### src/logic/sut_consts.vh
`ifndef SUT_CONSTS_VH
`define SUT_CONSTS_VH
// ************************************************
// character size codes
// ************************************************
`define SUT_CS_5        3'h0
`define SUT_CS_6        3'h1
`define SUT_CS_7        3'h2
`define SUT_CS_8        3'h3
`define SUT_CS_9        3'h4
// ************************************************
// parity mode codes
// ************************************************
`define SUT_PAR_NONE    2'h0
`define SUT_PAR_EVEN    2'h2
`define SUT_PAR_ODD     2'h3
// ************************************************
// oversampling and voting points
// ************************************************
`define SUT_OS_NORMAL   4'hF
`define SUT_OS_DOUBLE   4'h7
`define SUT_VOTE_NORMAL 4'hA
`define SUT_VOTE_DOUBLE 4'h6
`define SUT_SPI_BITS    4'h8
`define SUT_SPI_HALF    4'h1
// ************************************************
// receiver states
// ************************************************
`define SUT_RX_IDLE     3'h0
`define SUT_RX_START    3'h1
`define SUT_RX_DATA     3'h2
`define SUT_RX_PAR      3'h3
`define SUT_RX_STOP     3'h4
// ************************************************
// receive fifo shape: 9 data bits plus 3 flags
// ************************************************
`define SUT_FIFO_W      12
`define SUT_FIFO_AW     1
`endif

### src/logic/sut_core.v
`timescale 1ns/1ns
`include "sut_consts.vh"
// How it works
// - parity one gives even or odd total
// - spi frames carry eight bits, selectable order
// - spi frames chain or line idles high
// - enabled transmitter drives the output pin level, gpio_dir_in sets its direction
// - buffer loads shifter when idle or done
// - tx complete when frame out, buffer empty
// - surplus upper transmit bits are ignored
// - tx disable waits for pending data
// - disabled transmitter releases pin to input
// - receiver shifts bits up to first stop
// - first stop moves frame to buffer, flags
// - unused upper receive bits read zero
// - error flags travel with frame in fifo
// - parity checked, mismatch flags parity error
// - rx disable flushes buffer, drops frame
// - oversample sixteen, or eight double speed
// - start bit voted on middle three samples
// - majority vote per bit, bad stop flags
// - start, five to nine data, parity, stops
// - idle lines rest high
module sut_core (
  // clock and reset
  input  wire       clk_in,
  input  wire       rst_in,
  // configuration
  input  wire       tx_enable_in,
  input  wire       rx_enable_in,
  input  wire       spi_mode_in,
  input  wire       msb_first_in,
  input  wire       double_speed_in,
  input  wire       two_stop_in,
  input  wire [2:0] char_size_in,
  input  wire [1:0] parity_mode_in,
  input  wire       sample_tick_in,
  // transmit side of software
  input  wire       tx_write_in,
  input  wire [7:0] tx_data_in,
  input  wire       tx_ninth_bit_in,
  input  wire       tx_complete_clear_in,
  output reg        tx_buffer_empty_flag_out,
  output reg        tx_complete_flag_out,
  output reg        tx_enabled_out,
  // receive side of software
  input  wire       rx_read_in,
  output wire       rx_complete_flag_out,
  output wire [7:0] rx_data_out,
  output wire       rx_ninth_bit_out,
  output wire       frame_error_flag_out,
  output wire       parity_error_flag_out,
  output wire       rx_overflow_flag_out,
  // port pins
  input  wire       gpio_value_in,
  input  wire       gpio_dir_in,
  input  wire       serial_in_pin_in,
  output reg        serial_out_pin_n_out,
  output reg        serial_out_pin_n_oe_out,
  output reg        transfer_clock_pin_out,
  output reg        transfer_clock_pin_oe_out
);
  // ************************************************
  // shared helpers
  // ************************************************
  function [3:0] char_len;
    input [2:0] cs;
    begin
      char_len = (cs == `SUT_CS_9) ? 4'h9 : ({1'b0, cs} + 4'h5);
    end
  endfunction
  function maj3;
    input a;
    input b;
    input c;
    begin
      maj3 = (a & b) | (a & c) | (b & c);
    end
  endfunction
  // ************************************************
  // transmit control
  // ************************************************
  reg        tx_buf_full_reg;   // buffer holds a character
  reg  [8:0] tx_buf_reg;        // buffered character
  wire       tx_busy;           // shifter sending
  wire       tx_done;           // last stop bit just ended
  wire       tx_line;           // shifter output level
  wire       tx_xck;            // spi transfer clock
  wire       spi_sample;        // spi sample strobe
  // loading on done lets back to back frames follow after one clock of idle line
  wire       tx_load = tx_buf_full_reg & (~tx_busy | tx_done);
  // writes while full are dropped: software must wait for empty
  wire       tx_take = tx_write_in & tx_enabled_out & ~tx_buf_full_reg;
  wire       tx_full_next = tx_take | (tx_buf_full_reg & ~tx_load);
  sut_tx_shift u_tx (
    .clk_in          (clk_in),
    .rst_in          (rst_in),
    .tick_in         (sample_tick_in),
    .spi_mode_in     (spi_mode_in),
    .double_speed_in (double_speed_in),
    .msb_first_in    (msb_first_in),
    .two_stop_in     (two_stop_in),
    .char_size_in    (char_size_in),
    .parity_mode_in  (parity_mode_in),
    .load_in         (tx_load),
    .data_in         (tx_buf_reg),
    .busy_out        (tx_busy),
    .done_out        (tx_done),
    .line_out        (tx_line),
    .xck_out         (tx_xck),
    .sample_out      (spi_sample)
  );
  // buffer, enable and completion flag
  always @(posedge clk_in) begin
    if (rst_in) begin
      tx_buf_full_reg          <= 1'b0;
      tx_buf_reg               <= 9'h000;
      tx_enabled_out           <= 1'b0;
      tx_complete_flag_out     <= 1'b0;
      tx_buffer_empty_flag_out <= 1'b1;
    end else begin
      tx_buf_full_reg          <= tx_full_next;
      tx_buffer_empty_flag_out <= ~tx_full_next;
      if (tx_take) begin
        // ninth bit sampled with the low byte
        tx_buf_reg <= {tx_ninth_bit_in, tx_data_in};
      end
      // a write taken in the same cycle still counts as pending data
      if (tx_enable_in) begin
        tx_enabled_out <= 1'b1;
      end else if (~tx_busy && ~tx_buf_full_reg && ~tx_take) begin
        tx_enabled_out <= 1'b0;
      end
      // set wins over a clear in the same cycle
      if (tx_done && ~tx_buf_full_reg) begin
        tx_complete_flag_out <= 1'b1;
      end else if (tx_complete_clear_in) begin
        tx_complete_flag_out <= 1'b0;
      end
    end
  end
  // pin override, registered so outputs come from flops
  always @(posedge clk_in) begin
    if (rst_in) begin
      serial_out_pin_n_out      <= 1'b1;
      serial_out_pin_n_oe_out   <= 1'b0;
      transfer_clock_pin_out    <= 1'b0;
      transfer_clock_pin_oe_out <= 1'b0;
    end else begin
      if (tx_enabled_out) begin
        serial_out_pin_n_out    <= tx_line;
        serial_out_pin_n_oe_out <= gpio_dir_in;
      end else begin
        serial_out_pin_n_out    <= gpio_value_in;
        serial_out_pin_n_oe_out <= 1'b0;
      end
      transfer_clock_pin_out    <= tx_xck;
      transfer_clock_pin_oe_out <= spi_mode_in & tx_enabled_out;
    end
  end
  // ************************************************
  // receiver
  // ************************************************
  reg  [2:0]  rx_state_reg;   // frame position
  reg  [3:0]  rx_cnt_reg;     // sample number inside bit
  reg  [1:0]  rx_hist_reg;    // two previous samples
  reg         rx_prev_reg;    // last sample, edge detect
  reg  [3:0]  rx_bit_reg;     // data bits taken
  reg  [8:0]  rx_shift_reg;   // receive shift register
  reg         rx_par_reg;     // received parity bit
  reg         rx_done_reg;    // frame complete pulse
  reg  [11:0] rx_word_reg;    // {frame_error_flag, parity_error_flag, ovf, data}
  wire [3:0]  len = char_len(char_size_in);
  wire [3:0]  last = double_speed_in ? `SUT_OS_DOUBLE : `SUT_OS_NORMAL;
  wire [3:0]  vote_pt = double_speed_in ? `SUT_VOTE_DOUBLE : `SUT_VOTE_NORMAL;
  wire        rx_on = rx_enable_in;
  wire        async_tick = sample_tick_in & rx_on & ~spi_mode_in;
  wire        vote_now = (rx_cnt_reg == vote_pt);
  wire        vote = maj3(rx_hist_reg[1], rx_hist_reg[0], serial_in_pin_in);
  // data left aligned after the shifts, align down, upper bits zero
  wire [8:0]  rx_data = rx_shift_reg >> (4'h9 - len);
  wire        rx_parity_error_flag = parity_mode_in[1] & (((^rx_data) ^ parity_mode_in[0]) != rx_par_reg);
  always @(posedge clk_in) begin
    if (rst_in || !rx_on) begin
      // disable is immediate: partial frame dropped
      rx_state_reg <= `SUT_RX_IDLE;
      rx_cnt_reg   <= 4'h0;
      rx_hist_reg  <= 2'h3;
      rx_prev_reg  <= 1'b1;
      rx_bit_reg   <= 4'h0;
      rx_shift_reg <= 9'h000;
      rx_par_reg   <= 1'b0;
      rx_done_reg  <= 1'b0;
      rx_word_reg  <= 12'h000;
    end else begin
      rx_done_reg <= 1'b0;
      if (spi_mode_in) begin
        // spi: sample on the transmitter's strobe, no error flags
        if (spi_sample) begin
          rx_shift_reg[7:0] <= msb_first_in ? {rx_shift_reg[6:0], serial_in_pin_in} :
                               {serial_in_pin_in, rx_shift_reg[7:1]};
          if (rx_bit_reg == `SUT_SPI_BITS - 4'h1) begin
            rx_bit_reg  <= 4'h0;
            rx_done_reg <= 1'b1;
            rx_word_reg <= {4'h0, msb_first_in ? {rx_shift_reg[6:0], serial_in_pin_in} :
                           {serial_in_pin_in, rx_shift_reg[7:1]}};
          end else begin
            rx_bit_reg <= rx_bit_reg + 4'h1;
          end
        end
      end else if (async_tick) begin
        rx_hist_reg <= {rx_hist_reg[0], serial_in_pin_in};
        rx_prev_reg <= serial_in_pin_in;
        // zero stands for the last sample of a bit, so a bit is last+1 ticks
        rx_cnt_reg  <= (rx_cnt_reg == last) ? 4'h0 : rx_cnt_reg + 4'h1;
        case (rx_state_reg)
          `SUT_RX_IDLE: begin
            // first low sample after high counts as sample one
            if (rx_prev_reg && !serial_in_pin_in) begin
              rx_state_reg <= `SUT_RX_START;
              rx_cnt_reg   <= 4'h2;
            end else begin
              rx_cnt_reg <= 4'h1;
            end
          end
          `SUT_RX_START: begin
            if (vote_now && vote) begin
              // noise spike, rescan for next falling edge
              rx_state_reg <= `SUT_RX_IDLE;
            end else if (rx_cnt_reg == last) begin
              rx_state_reg <= `SUT_RX_DATA;
              rx_bit_reg   <= 4'h0;
            end
          end
          `SUT_RX_DATA: begin
            if (vote_now) begin
              // lsb first into the top of the shifter
              rx_shift_reg <= {vote, rx_shift_reg[8:1]};
              rx_bit_reg   <= rx_bit_reg + 4'h1;
              if (rx_bit_reg + 4'h1 == len) begin
                rx_state_reg <= parity_mode_in[1] ? `SUT_RX_PAR : `SUT_RX_STOP;
              end
            end
          end
          `SUT_RX_PAR: begin
            if (vote_now) begin
              rx_par_reg   <= vote;
              rx_state_reg <= `SUT_RX_STOP;
            end
          end
          `SUT_RX_STOP: begin
            // done at the vote; a second stop bit is never looked at
            if (vote_now) begin
              rx_state_reg <= `SUT_RX_IDLE;
              rx_done_reg  <= 1'b1;
              rx_word_reg  <= {~vote, rx_parity_error_flag, 1'b0, rx_data};
            end
          end
          default: begin
            rx_state_reg <= `SUT_RX_IDLE;
          end
        endcase
      end
    end
  end
  // ************************************************
  // hand-off into the receive fifo
  // ************************************************
  reg         hold_valid_reg;  // frame waiting for room
  reg  [11:0] hold_word_reg;   // waiting frame, overflow set if buffer was full
  wire        fifo_full;
  wire [11:0] fifo_head;
  wire        fifo_push = hold_valid_reg ? ~fifo_full : (rx_done_reg & ~fifo_full);
  wire [11:0] fifo_data = hold_valid_reg ? hold_word_reg : rx_word_reg;
  always @(posedge clk_in) begin
    if (rst_in || !rx_on) begin
      hold_valid_reg <= 1'b0;
      hold_word_reg  <= 12'h000;
    end else if (rx_done_reg && (hold_valid_reg || fifo_full)) begin
      // flag rides with the frame that hit a full buffer
      hold_valid_reg <= 1'b1;
      hold_word_reg  <= rx_word_reg | {2'h0, fifo_full, 9'h000};
    end else if (hold_valid_reg && !fifo_full) begin
      hold_valid_reg <= 1'b0;
    end
  end
  sut_rx_fifo u_fifo (
    .clk_in        (clk_in),
    .rst_in        (rst_in),
    .flush_in      (~rx_on),
    .push_in       (fifo_push),
    .push_data_in  (fifo_data),
    .pop_in        (rx_read_in),
    .head_out      (fifo_head),
    .not_empty_out (rx_complete_flag_out),
    .full_out      (fifo_full)
  );
  // head word fields; spi mode stores zero frame and parity flags
  assign rx_data_out           = fifo_head[7:0];
  assign rx_ninth_bit_out      = fifo_head[8];
  assign rx_overflow_flag_out  = fifo_head[9];
  assign parity_error_flag_out = fifo_head[10];
  assign frame_error_flag_out  = fifo_head[11];
endmodule

### src/logic/sut_rx_fifo.v
`timescale 1ns/1ns
`include "sut_consts.vh"
// two-entry receive fifo, head word held in a register
module sut_rx_fifo (
  // clock and reset
  input  wire                   clk_in,
  input  wire                   rst_in,
  // control
  input  wire                   flush_in,
  input  wire                   push_in,
  input  wire [`SUT_FIFO_W-1:0] push_data_in,
  input  wire                   pop_in,
  // state
  output reg  [`SUT_FIFO_W-1:0] head_out,
  output reg                    not_empty_out,
  output reg                    full_out
);
  reg [`SUT_FIFO_W-1:0] mem_reg [0:1];  // storage
  reg                   wr_ptr_reg;     // write pointer
  reg                   rd_ptr_reg;     // read pointer
  reg [1:0]             count_reg;      // words held
  wire                  do_push = push_in & ~full_out;
  wire                  do_pop  = pop_in & not_empty_out;
  wire                  rd_next = rd_ptr_reg ^ do_pop;
  wire [1:0]            cnt_next = count_reg + {1'b0, do_push} - {1'b0, do_pop};
  // ************************************************
  // pointers, storage and registered head
  // ************************************************
  always @(posedge clk_in) begin
    if (rst_in || flush_in) begin
      wr_ptr_reg    <= 1'b0;
      rd_ptr_reg    <= 1'b0;
      count_reg     <= 2'h0;
      not_empty_out <= 1'b0;
      full_out      <= 1'b0;
      head_out      <= {`SUT_FIFO_W{1'b0}};
    end else begin
      if (do_push) begin
        mem_reg[wr_ptr_reg] <= push_data_in;
        wr_ptr_reg          <= ~wr_ptr_reg;
      end
      rd_ptr_reg    <= rd_next;
      count_reg     <= cnt_next;
      not_empty_out <= (cnt_next != 2'h0);
      full_out      <= (cnt_next == 2'h2);
      // bypass so a word written into the next head slot is seen at once
      if (do_push && (wr_ptr_reg == rd_next)) begin
        head_out <= push_data_in;
      end else begin
        head_out <= mem_reg[rd_next];
      end
    end
  end
endmodule

### src/logic/sut_tx_shift.v
`timescale 1ns/1ns
`include "sut_consts.vh"
// transmit shift register, async frames and master spi frames
module sut_tx_shift (
  // clock and reset
  input  wire       clk_in,
  input  wire       rst_in,
  // format
  input  wire       tick_in,
  input  wire       spi_mode_in,
  input  wire       double_speed_in,
  input  wire       msb_first_in,
  input  wire       two_stop_in,
  input  wire [2:0] char_size_in,
  input  wire [1:0] parity_mode_in,
  // load
  input  wire       load_in,
  input  wire [8:0] data_in,
  // state and line
  output reg        busy_out,
  output reg        done_out,
  output wire       line_out,
  output reg        xck_out,
  output reg        sample_out
);
  reg  [11:0] frame_reg;   // bits still to send, lsb goes out
  reg  [3:0]  left_reg;    // bits still to send
  reg  [3:0]  cnt_reg;     // ticks inside current bit
  reg  [11:0] frame_new;   // frame built at load
  reg  [3:0]  bits_new;
  reg  [8:0]  d;
  reg  [3:0]  len;
  integer     i;
  wire [3:0]  last = spi_mode_in ? `SUT_SPI_HALF :
                     (double_speed_in ? `SUT_OS_DOUBLE : `SUT_OS_NORMAL);
  // idle frame is all ones, so the line rests high
  assign line_out = frame_reg[0];
  // ************************************************
  // frame builder
  // ************************************************
  always @* begin
    frame_new = 12'hFFF;
    len       = (char_size_in == `SUT_CS_9) ? 4'h9 : ({1'b0, char_size_in} + 4'h5);
    d         = data_in & ~(9'h1FF << len);
    if (spi_mode_in) begin
      bits_new = `SUT_SPI_BITS;
      for (i = 0; i < 8; i = i + 1) begin
        frame_new[i] = msb_first_in ? d[7-i] : d[i];
      end
    end else begin
      frame_new[0] = 1'b0;
      for (i = 0; i < 9; i = i + 1) begin
        if (i < len) begin
          frame_new[i+1] = d[i];
        end
      end
      bits_new = len + 4'h2 + {3'h0, two_stop_in};
      if (parity_mode_in[1]) begin
        // even parity bit is one on an odd count of ones
        frame_new[len+1] = (^d) ^ parity_mode_in[0];
        bits_new         = bits_new + 4'h1;
      end
    end
  end
  // ************************************************
  // bit timing and shifting
  // ************************************************
  always @(posedge clk_in) begin
    if (rst_in) begin
      frame_reg  <= 12'hFFF;
      left_reg   <= 4'h0;
      cnt_reg    <= 4'h0;
      busy_out   <= 1'b0;
      done_out   <= 1'b0;
      xck_out    <= 1'b0;
      sample_out <= 1'b0;
    end else begin
      done_out   <= 1'b0;
      sample_out <= 1'b0;
      if (load_in) begin
        // one load sends one whole frame
        frame_reg <= frame_new;
        left_reg  <= bits_new;
        cnt_reg   <= 4'h0;
        busy_out  <= 1'b1;
        xck_out   <= 1'b0;
      end else if (busy_out && tick_in) begin
        if (cnt_reg == last) begin
          cnt_reg   <= 4'h0;
          frame_reg <= {1'b1, frame_reg[11:1]};
          left_reg  <= left_reg - 4'h1;
          xck_out   <= 1'b0;
          if (left_reg == 4'h1) begin
            busy_out <= 1'b0;
            done_out <= 1'b1;
          end
        end else begin
          cnt_reg <= cnt_reg + 4'h1;
          // spi: clock rises mid bit, receiver samples there
          if (spi_mode_in) begin
            xck_out    <= 1'b1;
            sample_out <= 1'b1;
          end
        end
      end
    end
  end
endmodule

### config.mk
export PLATFORM = sky130hd
export DESIGN_NAME = sut_core
export DESIGN_NICKNAME = d
export VERILOG_FILES = /design/src/logic/sut_core.v /design/src/logic/sut_rx_fifo.v /design/src/logic/sut_tx_shift.v
export VERILOG_INCLUDE_DIRS = /design/src /design/src/logic
export SDC_FILE = /design/constraint.sdc
export NUM_CORES = 1
export LEC_CHECK = 0
export BUFFER_PORTS_ARGS = -buffer_cell sky130_fd_sc_hd__clkbuf_2
export CORE_MARGIN = 4
export CORE_UTILIZATION = 45
export CTS_CLUSTER_SIZE = 8
export DETAILED_ROUTE_END_ITERATION = 6
export GPL_ROUTABILITY_DRIVEN = 0
export HOLD_SLACK_MARGIN = 0.15
export SETUP_SLACK_MARGIN = 0.02
export SYNTH_ARGS = -nofsm -noshare
export SYNTH_HDL_FRONTEND = slang
export SYNTH_HIERARCHICAL = 1
export SYNTH_SLANG_ARGS = --single-unit
### constraint.sdc
create_clock -name clk_in -period 6.37 [get_ports clk_in]
set_clock_uncertainty 0.1 [all_clocks]
set_input_delay 1.274 -clock clk_in [delete_from_list [all_inputs] [get_ports clk_in]]
set_output_delay 1.274 -clock clk_in [all_outputs]
set_load 0.05 [all_outputs]
==> flow_metrics.tcl <==
set metrics [dict create \
    met3_usage_pct 4.27 \
    synth_top_area_share_pct 29.3 \
    ctsResizeCount 0 \
    grt_pass1_vias 5832 \
    use_met2_pct 30.9 \
    postSynthRegisterBits 131 \
    synth_edf_count 24 \
    post_cts_buffers 0 \
    crit_chain "clkbuf_2 -> clkinv_1 -> ha_1 -> inv_1 -> ha_1 -> inv_1 -> mux2_2 -> xnor3_1 -> a2111o_1 -> o211ai_1" \
    switchingPower_mw 0.559 \
    rsz0062_at_grt "false" \
    syn_area_per_cell_um2 8.70 \
    syn_inst 841 \
    critPathTopFamily "buffers and inverters" \
    cp_slowest_cell "ha_1" \
    cts_tree "built" \
    largest_reg_flops 24 \
    synth-async-reset-ratio_pct 0 \
    portBuffers 48 \
    dp_worst_setup_slack_ns 1.09 \
    setup-tns-final_ns 0 \
    grt_max_degree 50 \
    ctsHtreeMaxLevel 4 \
    maxCapViolations 0 \
    die_area_um2 18400 \
    internal-power_mw 1.49 \
    ys_seq_area_share_pct 39.1 \
    postCtsHoldBufs 0 \
    grt.total_usage_pct 20.1 \
    slew_headroom_pct 19.2 \
    routed_wl_um 18300 \
    rr_worst_depth 7 \
    ios 49 \
    seq_power_share_pct 42.4 \
    final_layout_size_suffix_gt1_share_pct 14.5 \
    worstSetupPathType "in2reg" \
    antenna_cells 0 \
    hold_viol 0 \
    cp_slowest_stage_delay_ns 0.81 \
    fmax_mhz 200 \
    avgRoutedWirePerCell_um 16.8 \
    hpwl_um 12900 \
    drc 0 \
    cp_max_fo 25 \
    drtPass1Iterations 5 \
    synthTopCellsByArea "dfxtp_1, edfxtp_1, nand2_1, a21oi_1, mux2i_1" \
    numCtsBuffers 17 \
    die_h_um 136 \
    min_from "hold_word_reg[0]" \
    critPathLaunchType "primary input" \
    p_leak_nw 2.98 \
    grt_overflow 0 \
    root_buffer "clkbuf_16" \
    cts.path.max_buffers 2 \
    core_um2 15900 \
    fin_hold_ws_ns 0.349 \
    cts.sinks 131 \
    layout_common_cells "nand2_1, dfxtp_1, a21oi_1" \
    netSwitchingFraction_pct 27.3 \
    period_needed_ns 4.99 \
    syn-num-nets 889 \
    setup_ws_ns 1.38 \
    required_ns 6.61 \
    use_met1_pct 27.9 \
    die_w_um 136 \
    fin_crit_sh_pct 78.3 \
    pwr-share-clk_pct 46.7 \
    antenna_found_initial 0 \
    drt_iter0_markers 612 \
    clk_pin_slew_ns 0.06 \
    rows 46 \
    start_util_pct 46.1 \
    synth_cell_type_count 79 \
    hold_end "hold_word_reg[0]" \
    hold_depth 2 \
    syn_to_final_growth_pct 12.0 \
    worst_setup_path_end_kind "flop" \
    grt_pass1_wl_um 29600 \
    r2r_end "rx_word_reg[3]" \
    viasPerCell 5.79 \
    run_status "finished clean" \
    pwr_density_cell_nw_per_um2 250 \
    worst_slew_pin_slew_ns 1.20 \
    crit_buf_inv 4 \
    final_max_slew_viol_count 0 \
    ys.flop_type "dfxtp_1" \
    insertion_delay_ns 0.42 \
    hold_class "reg2reg" \
    ant_nets 0 \
    r2r_setup_slack_ns 3.49 \
    final_common_cell "nand2_1" \
    num-nets-final 909 \
    r2r_start "rx_cnt_reg[3]" \
    grt-busiest-layer "met2" \
    yosysWarnings 6 \
    vias 6316 \
    cp.arrival_ns 5.23 \
    combinationalPowerShare_pct 10.9 \
    syn_area_um2 7320 \
    ir_worst_vdd_v 0.000180 \
    setup-violations-final 0 \
    synth_top_cell_by_area "dfxtp_1" \
]
## worst max path at each step
| stage | start | endpoint | slack [ns] | cells after the start |
|---|---|---|---|---|
| 5_1_grt | char_size_in[0] | rx_word_reg[10] | 1.19 | 10 |
| 3_3_place_gp | char_size_in[0] | rx_word_reg[10] | 1.27 | 10 |
| 6_report | char_size_in[0] | rx_word_reg[10] | 1.38 | 10 |
| 4_1_cts | char_size_in[0] | rx_word_reg[10] | 1.50 | 10 |
| 3_5_place_dp | char_size_in[0] | rx_word_reg[10] | 1.09 | 10 |
| 2_1_floorplan | char_size_in[0] | rx_word_reg[10] | 2.23 | 11 |
## cells in the mapped netlist (all sizes together), types with 4 or more instances
cell type,instances
nand4,4
nor2,74
inv,24
a211oi,6
o22ai,4
mux2,18
or3,6
a22oi,9
nor3,24
nor4,4
o221a,9
ha,19
edfxtp,24
o31ai,9
or4b,5
a21oi,79
clkbuf,34
a21boi,4
nand2,115
xnor2,28
dfxtp,107
nand3,25
a221oi,8
and2,8
nand2b,8
o31a,11
o21ai,33
xor2,10
o211ai,9
a311oi,6
buf,19
o21a,4
o41ai,5
nor2b,14
mux2i,28
## worst reg2reg max path, delay by kind of cell, from the launching register on
family / cells / cell delay [ns]
AO/OA/AOI/OAI: 4 / 1.65
AND/OR/NAND/NOR: 3 / 0.63
flip-flops: 1 / 0.38
## power by group through the flow
stage | clock network [mW] | logic, mW | registers [mW]
after floorplan | 0 | 0.156 | 0.897
after global placement | 0 | 0.216 | 0.885
after detailed placement | 0 | 0.219 | 0.885
after CTS | 0.977 | 0.220 | 0.867
after global routing | 1.02 | 0.243 | 0.869
final | 0.957 | 0.223 | 0.868
## metrics by stage
step / instance area (µm²) / util (%) / total power, mW / std cells
2_1_floorplan: 7320 / - / 1.05 / 841
5_1_grt: 8200 / 51.6 / 2.13 / 1090
3_5_place_dp: 7620 / 47.9 / 1.10 / 1058
4_1_cts: 8200 / 51.6 / 2.06 / 1090
3_3_place_gp: 7620 / 47.9 / 1.10 / 1058
6_report: 8200 / 51.6 / 2.05 / 1090
## per-layer routing
layer	part of all wire, %	routed length [µm]	vias up
li1	-	-	3079
met1	48	8840	3002
met2	44	8000	208
met3	6.1	1120	27
met4	1.9	356	0
met5	0	0	-
## layout make-up
class	count	area [µm²]
clock buffers	18	439
clock inverters	14	143
fillers	1478	7690
inverters	26	97.6
multi-input cells	631	4100
flip-flops and latches	131	2860
well taps	216	270
repair buffers	54	285
## cells by family after synthesis
family          share of synthesized area [%]
mux                                      6.91
flops                                    39.1
xor+xnor                                 5.81
compound gates                           20.3
simple gates                             19.6
buf+inv                                  4.87
fa+ha+maj                                3.38
(Power assumes the default switching activity.)
